$ cat src/fsr_map.svh
// constants of the suspend/resume and identification-read sequencer
// ----------------------------------------------------------------
// Summary of operation
// - ID read returns three bytes, 24 bits
// - chip select high ends ID output anytime
// - no ID decode while program/erase runs
// - standby once chip select rises after ID
// - suspend interrupts program or any erase
// - suspended region not readable, rest readable
// - after latency clear enable latch, set suspended
// - reads, ID, parameter, resume accepted after latency
// - erase suspend allows enable and page program
// - disable, status, signature, reset accepted anytime
// - status bit 15 shows suspended state
// - program inside erase suspend not suspendable
// - nested program holds latch and busy high
// - programming refused during program suspend
// - resume sets latch and busy, clears suspended
// - resumed operation continues until done
// ----------------------------------------------------------------
`ifndef FSR_MAP_SVH
`define FSR_MAP_SVH
`define FSR_OP_READ 8'h03
`define FSR_OP_FAST_READ 8'h0B
`define FSR_OP_QUAD_IO_READ 8'hEB
`define FSR_OP_PARAM 8'hC0
`define FSR_OP_ID_READ 8'h9F
`define FSR_OP_WRITE_ENABLE_CMD 8'h06
`define FSR_OP_WRITE_DISABLE_CMD 8'h04
`define FSR_OP_PP 8'h02
`define FSR_OP_QPP 8'h32
`define FSR_OP_SR_LOW 8'h05
`define FSR_OP_SR_HIGH 8'h35
`define FSR_OP_SIG 8'hAB
`define FSR_OP_RST_ARM 8'h66
`define FSR_OP_RST 8'h99
`define FSR_OP_NOP 8'h00
`define FSR_OP_RESUME 8'h7A
`define FSR_OP_SE 8'h20
`define FSR_OP_BE32 8'h52
`define FSR_OP_BE64 8'hD8
`define FSR_OP_PE 8'h81
`define FSR_OP_SUS_CODE 8'h75
`define FSR_SR_WIP_BIT 0
`define FSR_SR_WEL_BIT 1
`define FSR_SR_SUS_BIT 15
`define FSR_PROG_TIME_NS 20000
`define FSR_ERASE_TIME_NS 400000
`define FSR_SUS_LAT_NS 200
`define FSR_CLK_NS 10
`endif

$ cat src/fsr_pkg.sv
// types of the suspend/resume and identification-read sequencer
package fsr_pkg;
	typedef enum logic [1:0] {FSR_OP_NONE, FSR_OP_PROG, FSR_OP_ERASE} fsr_op_t;
	typedef enum logic [1:0] {FSR_PH_CMD, FSR_PH_ARG, FSR_PH_ID, FSR_PH_SKIP} fsr_phase_t;
endpackage

$ cat src/fsr_core.sv
// suspend/resume and identification-read sequencer of a serial flash
`timescale 1ns/10ps
`include "fsr_map.svh"
module fsr_core
	import fsr_pkg::*;
#(
	parameter logic [7:0] MFR_CODE = 8'hA5, // arbitrary value
	parameter logic [7:0] TYPE_CODE = 8'h3C, // arbitrary value
	parameter logic [7:0] CAP_CODE = 8'h0F, // arbitrary value
	parameter int PROG_CYCLES = `FSR_PROG_TIME_NS / `FSR_CLK_NS,
	parameter int ERASE_CYCLES = `FSR_ERASE_TIME_NS / `FSR_CLK_NS,
	parameter int SUS_CYCLES = (`FSR_SUS_LAT_NS + `FSR_CLK_NS - 1) / `FSR_CLK_NS
) (
	// clock and reset
	input wire logic clk_sys_i,
	input wire logic rst_i,
	// serial link
	input wire logic sclk_i,
	input wire logic cs_n_i,
	input wire logic si_i,
	output logic so_o,
	output logic so_oe_o,
	// array region guard and flags
	input wire logic addr_in_busy_region_i,
	output logic array_read_ok_o,
	output logic [15:0] status_o,
	output logic cmd_accept_o,
	output logic [7:0] cmd_code_o
);
	// ----------------------------------------------------------------
	// link sampling
	// ----------------------------------------------------------------
	logic cs_n;
	logic si;
	logic rise;
	logic fall;
	fsr_link_rx u_rx (
		.clk_sys_i(clk_sys_i),
		.rst_i(rst_i),
		.sclk_i(sclk_i),
		.cs_n_i(cs_n_i),
		.si_i(si_i),
		.cs_n_o(cs_n),
		.si_o(si),
		.rise_o(rise),
		.fall_o(fall)
	);
	// ----------------------------------------------------------------
	// state
	// ----------------------------------------------------------------
	typedef struct packed {
		fsr_phase_t phase;
		logic [7:0] shreg;
		logic [2:0] bitcnt;
		logic [7:0] cmd;
		logic [23:0] id_sh;
		logic [4:0] id_left;
		logic so;
		logic so_oe;
		logic write_enable_latch;
		logic write_in_progress;
		logic suspended_flag;
		fsr_op_t op;
		fsr_op_t nested;
		logic [31:0] work;
		logic [31:0] nwork;
		logic [15:0] lat;
		logic accept;
		logic [7:0] acc_code;
		logic rst_arm;
	} fsr_state_t;
	fsr_state_t r;
	fsr_state_t n;
	// ----------------------------------------------------------------
	// command gating while suspended
	// ----------------------------------------------------------------
	function automatic logic anytime_cmd(input logic [7:0] c);
		case (c)
			`FSR_OP_WRITE_DISABLE_CMD, `FSR_OP_SR_LOW, `FSR_OP_SR_HIGH, `FSR_OP_SIG,
			`FSR_OP_RST_ARM, `FSR_OP_RST, `FSR_OP_NOP: anytime_cmd = 1'b1;
			default: anytime_cmd = 1'b0;
		endcase
	endfunction
	function automatic logic gated_cmd(input logic [7:0] c, input fsr_op_t t);
		case (c)
			`FSR_OP_READ, `FSR_OP_FAST_READ, `FSR_OP_QUAD_IO_READ, `FSR_OP_PARAM,
			`FSR_OP_ID_READ, `FSR_OP_RESUME: gated_cmd = 1'b1;
			`FSR_OP_WRITE_ENABLE_CMD, `FSR_OP_PP, `FSR_OP_QPP: gated_cmd = (t == FSR_OP_ERASE);
			default: gated_cmd = 1'b0;
		endcase
	endfunction
	// busy means a cycle runs: a main one not suspended, or a nested program
	// the suspend latency counts as busy, the array is not yet free then
	logic busy;
	assign busy = (r.op != FSR_OP_NONE && !r.suspended_flag) || r.nested != FSR_OP_NONE;
	// decode is allowed at byte completion; whether the command is legal now
	function automatic logic legal(input fsr_state_t s, input logic [7:0] c, input logic b);
		if (s.suspended_flag || s.lat != 16'h0) begin
			if (s.nested != FSR_OP_NONE) begin
				legal = anytime_cmd(c);
			end else begin
				legal = anytime_cmd(c) || (s.suspended_flag && gated_cmd(c, s.op));
			end
		end else if (b) begin
			legal = anytime_cmd(c) || c == `FSR_OP_WRITE_ENABLE_CMD;
		end else begin
			legal = 1'b1;
		end
	endfunction
	// ----------------------------------------------------------------
	// next state
	// ----------------------------------------------------------------
	always_comb begin
		logic [7:0] byte_in;
		logic ok;
		n = r;
		byte_in = {r.shreg[6:0], si};
		ok = 1'b0;
		n.accept = 1'b0;
		// internal timers
		if (r.lat != 16'h0) begin
			n.lat = r.lat - 16'h1;
			if (r.lat == 16'h1) begin
				n.write_enable_latch = 1'b0;
				n.suspended_flag = 1'b1;
			end
		end else if (r.nested != FSR_OP_NONE) begin
			if (r.nwork == 32'h0) begin
				n.nested = FSR_OP_NONE;
				n.write_enable_latch = 1'b0;
				n.write_in_progress = 1'b0;
			end else begin
				n.nwork = r.nwork - 32'h1;
			end
		end else if (r.op != FSR_OP_NONE && !r.suspended_flag) begin
			if (r.work == 32'h0) begin
				n.op = FSR_OP_NONE;
				n.write_enable_latch = 1'b0;
				n.write_in_progress = 1'b0;
			end else begin
				n.work = r.work - 32'h1;
			end
		end
		// serial side
		if (cs_n) begin
			n.phase = FSR_PH_CMD;
			n.bitcnt = 3'h0;
			n.so_oe = 1'b0;
			n.id_left = 5'h0;
		end else begin
			if (rise && r.phase == FSR_PH_CMD) begin
				n.shreg = byte_in;
				n.bitcnt = r.bitcnt + 3'h1;
				if (r.bitcnt == 3'h7) begin
					ok = legal(r, byte_in, busy);
					n.phase = FSR_PH_SKIP;
					if (ok) begin
						n.cmd = byte_in;
						n.accept = 1'b1;
						n.acc_code = byte_in;
						// any accepted command but the suspend of a running cycle between arming and reset disarms it
						if (byte_in != `FSR_OP_RST) begin
							n.rst_arm = (byte_in == `FSR_OP_RST_ARM);
						end
						case (byte_in)
							`FSR_OP_ID_READ: begin
								n.phase = FSR_PH_ID;
								n.id_sh = {MFR_CODE, TYPE_CODE, CAP_CODE};
								n.id_left = 5'd24;
							end
							`FSR_OP_WRITE_ENABLE_CMD: n.write_enable_latch = 1'b1;
							`FSR_OP_WRITE_DISABLE_CMD: if (r.nested == FSR_OP_NONE) n.write_enable_latch = 1'b0;
							`FSR_OP_RESUME: begin
								if (r.suspended_flag && r.nested == FSR_OP_NONE) begin
									n.suspended_flag = 1'b0;
									n.write_enable_latch = 1'b1;
									n.write_in_progress = 1'b1;
								end
							end
							default: begin
							end
						endcase
					end
				end
			end
			if (fall && r.phase == FSR_PH_ID) begin
				if (r.id_left != 5'h0) begin
					n.so = r.id_sh[23];
					n.so_oe = 1'b1;
					n.id_sh = {r.id_sh[22:0], 1'b0};
					n.id_left = r.id_left - 5'h1;
				end else begin
					n.so_oe = 1'b0;
				end
			end
		end
		// program, erase and reset commands acting on the cycle take effect at chip select rise
		if (cs_n && r.phase == FSR_PH_SKIP && r.bitcnt == 3'h0) begin
			case (r.cmd)
				`FSR_OP_PP, `FSR_OP_QPP: begin
					if (r.write_enable_latch && !r.suspended_flag && r.op == FSR_OP_NONE) begin
						n.op = FSR_OP_PROG;
						n.work = 32'(PROG_CYCLES);
						n.write_in_progress = 1'b1;
					end else if (r.write_enable_latch && r.suspended_flag && r.op == FSR_OP_ERASE
						&& !addr_in_busy_region_i && r.nested == FSR_OP_NONE) begin
						n.nested = FSR_OP_PROG;
						n.nwork = 32'(PROG_CYCLES);
						n.write_in_progress = 1'b1;
					end
				end
				`FSR_OP_SE, `FSR_OP_BE32, `FSR_OP_BE64, `FSR_OP_PE: begin
					if (r.write_enable_latch && !r.suspended_flag && r.op == FSR_OP_NONE) begin
						n.op = FSR_OP_ERASE;
						n.work = 32'(ERASE_CYCLES);
						n.write_in_progress = 1'b1;
					end
				end
				`FSR_OP_RST: begin
					// a lone reset byte must not wipe a running cycle
					if (r.rst_arm) begin
						n.op = FSR_OP_NONE;
						n.nested = FSR_OP_NONE;
						n.suspended_flag = 1'b0;
						n.write_enable_latch = 1'b0;
						n.write_in_progress = 1'b0;
						n.lat = 16'h0;
					end
					n.rst_arm = 1'b0;
				end
				default: begin
				end
			endcase
			n.cmd = `FSR_OP_NOP;
		end
		// suspend: only a running main cycle, never a nested program
		if (!cs_n && rise && r.phase == FSR_PH_CMD && r.bitcnt == 3'h7
			&& byte_in == `FSR_OP_SUS_CODE && r.op != FSR_OP_NONE && !r.suspended_flag
			&& r.lat == 16'h0 && r.nested == FSR_OP_NONE) begin
			n.lat = 16'(SUS_CYCLES);
			n.accept = 1'b1;
			n.acc_code = byte_in;
		end
	end
	// ----------------------------------------------------------------
	// registers
	// ----------------------------------------------------------------
	always_ff @(posedge clk_sys_i or posedge rst_i) begin
		if (rst_i) begin
			r <= '{phase: FSR_PH_CMD, op: FSR_OP_NONE, nested: FSR_OP_NONE, default: '0};
		end else begin
			r <= n;
		end
	end
	// ----------------------------------------------------------------
	// outputs
	// ----------------------------------------------------------------
	always_comb begin
		status_o = 16'h0;
		status_o[`FSR_SR_WIP_BIT] = r.write_in_progress;
		status_o[`FSR_SR_WEL_BIT] = r.write_enable_latch;
		status_o[`FSR_SR_SUS_BIT] = r.suspended_flag;
	end
	// reads must avoid the suspended region
	assign array_read_ok_o = !busy && !(r.suspended_flag && addr_in_busy_region_i);
	assign so_o = r.so;
	assign so_oe_o = r.so_oe;
	assign cmd_accept_o = r.accept;
	assign cmd_code_o = r.acc_code;
endmodule

$ cat src/fsr_link_rx.sv
// link front end: synchronisers and serial clock edge finder
`timescale 1ns/10ps
module fsr_link_rx (
	// clock and reset
	input wire logic clk_sys_i,
	input wire logic rst_i,
	// link pins
	input wire logic sclk_i,
	input wire logic cs_n_i,
	input wire logic si_i,
	// synchronised view
	output logic cs_n_o,
	output logic si_o,
	output logic rise_o,
	output logic fall_o
);
	logic [1:0] s_clk;
	logic [1:0] s_cs;
	logic [1:0] s_si;
	logic clk_d;
	always_ff @(posedge clk_sys_i or posedge rst_i) begin
		if (rst_i) begin
			s_clk <= 2'h0;
			s_cs <= 2'h3;
			s_si <= 2'h0;
			clk_d <= 1'b0;
		end else begin
			s_clk <= {s_clk[0], sclk_i};
			s_cs <= {s_cs[0], cs_n_i};
			s_si <= {s_si[0], si_i};
			clk_d <= s_clk[1];
		end
	end
	assign cs_n_o = s_cs[1];
	assign si_o = s_si[1];
	assign rise_o = s_clk[1] & ~clk_d;
	assign fall_o = ~s_clk[1] & clk_d;
endmodule

$ cat config.mk
export PLATFORM = sky130hd
export DESIGN_NAME = fsr_core
export DESIGN_NICKNAME = d
export VERILOG_FILES = /design/src/fsr_pkg.sv /design/src/fsr_core.sv /design/src/fsr_link_rx.sv
export VERILOG_INCLUDE_DIRS = /design/src
export SDC_FILE = /design/constraint.sdc
export NUM_CORES = 1
export LEC_CHECK = 0
export BUFFER_PORTS_ARGS = -buffer_cell sky130_fd_sc_hd__buf_2
export CAP_MARGIN = 20
export CORE_AREA = 2 2 190 99
export CTS_CLUSTER_SIZE = 12
export DETAILED_ROUTE_END_ITERATION = 7
export DIE_AREA = 0 0 192 101
export PLACE_DENSITY = 0.59
export SYNTH_ARGS = -nofsm -noshare
export SYNTH_HDL_FRONTEND = slang
export SYNTH_SLANG_ARGS = --single-unit
$ cat constraint.sdc
create_clock -name clk_sys_i -period 10.34 [get_ports clk_sys_i]
set_clock_uncertainty 0.15 [all_clocks]
set_input_delay 0 -clock clk_sys_i [delete_from_list [all_inputs] [get_ports clk_sys_i]]
set_output_delay 0 -clock clk_sys_i [all_outputs]
set_load 0.1 [all_outputs]
==> impl_metrics.env <==
export IMPL_relSlewSlack=0.310
export IMPL_clkLatencyLatePin_ns=0.43
export IMPL_ant_nets=0
export IMPL_yosysSeqAreaShare=0.485
export IMPL_placedCellCount=1028
export IMPL_rrSetupSlack_ns=6.91
export IMPL_numCtsBuffers=17
export IMPL_drtIter0Drc=599
export IMPL_layout_setup_ws_ns=6.91
export IMPL_synth_cell_types=78
export IMPL_timing_final_crit_share=0.332
export IMPL_ys_ff_latch=155
export IMPL_grt_usage=0.205
export IMPL_clock_sinks=155
export IMPL_io_pins=34
export IMPL_overflow=0
export IMPL_reg2reg_to="cmd_code_o[0]$_DFFE_PP0P_"
export IMPL_ir_drop_mv=0.0995
export IMPL_numPortBuffers=20
export IMPL_grt_antenna_before_repair=0
export IMPL_ctsResizeCount=0
export IMPL_required_ns=10.50
export IMPL_critPathLaunchType="flip-flop"
export IMPL_utilization=0.492
export IMPL_maxCapViolations=0
export IMPL_synth_edf_count=0
export IMPL_p_leak_nw=3.78
export IMPL_area_delta_synth_final_pct=9.86
export IMPL_power_density_nw_per_um2=154
export IMPL_end_kind="flip-flop"
export IMPL_whs_ns=0.0649
export IMPL_netlist_area_um2=8000
export IMPL_stdcell_count=1067
export IMPL_crit_type="reg -> reg"
export IMPL_pre_cts_ws_ns=6.87
export IMPL_synthesis_instances=814
export IMPL_clkTransAtPathRegs_ns=0.07
export IMPL_die_h_um=101
export IMPL_power_switching_mw=0.343
export IMPL_die_area_um2=19400
export IMPL_intPower_mw=1.01
export IMPL_routed_wl_um=18700
export IMPL_tightestPinTransition_ns=1.04
export IMPL_drtPass1Iterations=5
export IMPL_critPathLaunch="r[10]$_DFF_PP0_"
export IMPL_netlist_area_leader_share=0.479
export IMPL_grt_pass1_vias=5835
export IMPL_reg2reg_from="r[10]$_DFF_PP0_"
export IMPL_wire_per_inst_um=17.5
export IMPL_r2r_cells=8
export IMPL_grt_pass1_wl_um=31100
export IMPL_setup_violations=0
export IMPL_postPlaceCellArea_um2=8130
export IMPL_finalHoldViolations=0
export IMPL_synth_flop_cell="dfrtp_1"
export IMPL_grt_start_max_net_pins=96
export IMPL_fmax_mhz=291
export IMPL_hold_class="in -> reg"
export IMPL_cts_tree="built"
export IMPL_rsz0062_at_grt="no"
export IMPL_async_flop_share=1.00
export IMPL_synthTopCellsByArea="dfrtp_1 (48%), nor2_1 (3.4%), xor2_1 (3.1%), o21ai_0 (3.0%), nand2_1 (2.8%)"
export IMPL_rows=35
export IMPL_endpoint="cmd_code_o[0]$_DFFE_PP0P_"
export IMPL_cp_arrival_ns=3.59
export IMPL_p_clk_frac=0.464
export IMPL_drcViolationCount=0
export IMPL_routed_via_density=5.86
export IMPL_synth_most_common_cell="dfrtp_1"
export IMPL_synth_common_cells="dfrtp_1 (153), nor2_1 (73), nand2_1 (60)"
export IMPL_diodes=0
export IMPL_syn_area_per_cell_um2=9.83
export IMPL_clockBufferDepth=2
export IMPL_core_area_um2=17900
export IMPL_cts_root_buf="clkbuf_16"
export IMPL_finalInstanceArea_um2=8790
export IMPL_tns_ns=0
export IMPL_nets=828
export IMPL_dp_final_hpwl_um=13000
export IMPL_drive_gt1_frac=0.116
export IMPL_p_total_mw=1.35
export IMPL_power_frac_comb=0.059
export IMPL_vias=6256
export IMPL_worstPathMaxFanout=12
export IMPL_place_congestion=0.908
export IMPL_slew_viol_final=0
export IMPL_status="finished, final reports clean"
export IMPL_ys_warnings_count=0
export IMPL_die_w_um=192
export IMPL_pwr_share_seq=0.477
export IMPL_layout_min_cycle_time_ns=3.43
export IMPL_initial_core_util=0.448
export IMPL_yosys_area_top_type="dfrtp_1"
export IMPL_swShare=0.254
export IMPL_cts_max_level=4
cell usage in the layout, fill, tap and decap left out, types with 10 or more instances in the layout:
cell       instances
buf_2             20
xnor2_1           15
dfrtp_1          153
nor3_1            23
clkbuf_16         17
xor2_1            28
o22a_1            11
o21ai_1           20
nor2_1            73
inv_1             23
or4_1             19
and3_1            10
nand4_1           26
conb_1            13
nand3_1           45
or3_1             12
nor4_1            22
o21ai_0           48
a21oi_1           22
nand2_1           60
a22o_1            12
final cells by class:
| type | count | area, µm² |
|---|---|---|
| Clock buffer | 22 | 464 |
| Clock inverter | 10 | 119 |
| Fill cell | 1596 | 9080 |
| Inverter | 24 | 95.1 |
| Multi-Input combinational cell | 584 | 3720 |
| Sequential cell | 155 | 3880 |
| Tap cell | 240 | 300 |
| Timing Repair Buffer | 32 | 210 |
power groups by stage:
stage / Clock (mW) / Sequential, mW / Combinational, mW
floorplan: 0 / 0.632 / 0.0850
detailed placement: 0 / 0.654 / 0.0772
global route: 0.669 / 0.646 / 0.0870
global placement: 0 / 0.653 / 0.0762
finish: 0.626 / 0.644 / 0.0794
CTS: 0.641 / 0.643 / 0.0791
flip-flops by register name, indices dropped and copies added (netlist names):
register,count
r,134
cmd_code_o,8
status_o,3
u_rx.s_clk,2
u_rx.s_cs,2
u_rx.s_si,2
cmd_accept_o,1
so_o,1
so_oe_o,1
u_rx.clk_d,1
how the worst min path moves through the flow:
| stage | start | endpoint | slack (ns) | cells after the start |
|---|---|---|---|---|
| finish | sclk_i | u_rx.s_clk[0]$_DFF_PP0_ | 0.06 | 2 |
| global route | cs_n_i | u_rx.s_cs[0]$_DFF_PP1_ | 0.04 | 2 |
| CTS | sclk_i | u_rx.s_clk[0]$_DFF_PP0_ | 0.05 | 2 |
| detailed placement | cs_n_i | u_rx.s_cs[0]$_DFF_PP1_ | -0.04 | 1 |
| global placement | cs_n_i | u_rx.s_cs[0]$_DFF_PP1_ | -0.04 | 1 |
| floorplan | cs_n_i | u_rx.s_cs[0]$_DFF_PP1_ | -0.15 | 0 |
critical path: stages, from the launching register on:
cell	delay, ns
dfrtp_1	0.42
inv_1	0.11
ha_1	0.19
nor3b_2	0.37
nand4_2	0.30
or3_4	0.45
a21oi_1	0.56
a211o_1	0.37
mux2_2	0.38
routing by layer:
metal	GRT usage	share of wire	up-vias
li1	-	-	2951
met1	0.322	0.52	3098
met3	0.0550	0.067	18
met2	0.273	0.41	189
met4	0.0523	0.0088	0
met5	0	0	-
cell families after synthesis:
logic type | after synthesis | synth area share
XOR/XNOR | 43 | 0.0471
AND/OR/NAND/NOR | 356 | 0.253
buffers and inverters | 87 | 0.0563
AO/OA/AOI/OAI | 153 | 0.130
multiplexers | 11 | 0.0150
other | 1 | 0.000469
adder cells (fa/ha/maj) | 8 | 0.0125
flip-flops | 155 | 0.485
what timing repair did:
action	in CTS	in global routing
hold buffers	5	0
endpoints found under the setup margin	0	0
setup buffers	0	0
endpoints found under the hold margin	107	0
Note: power is estimated with default switching activity, not from simulation.
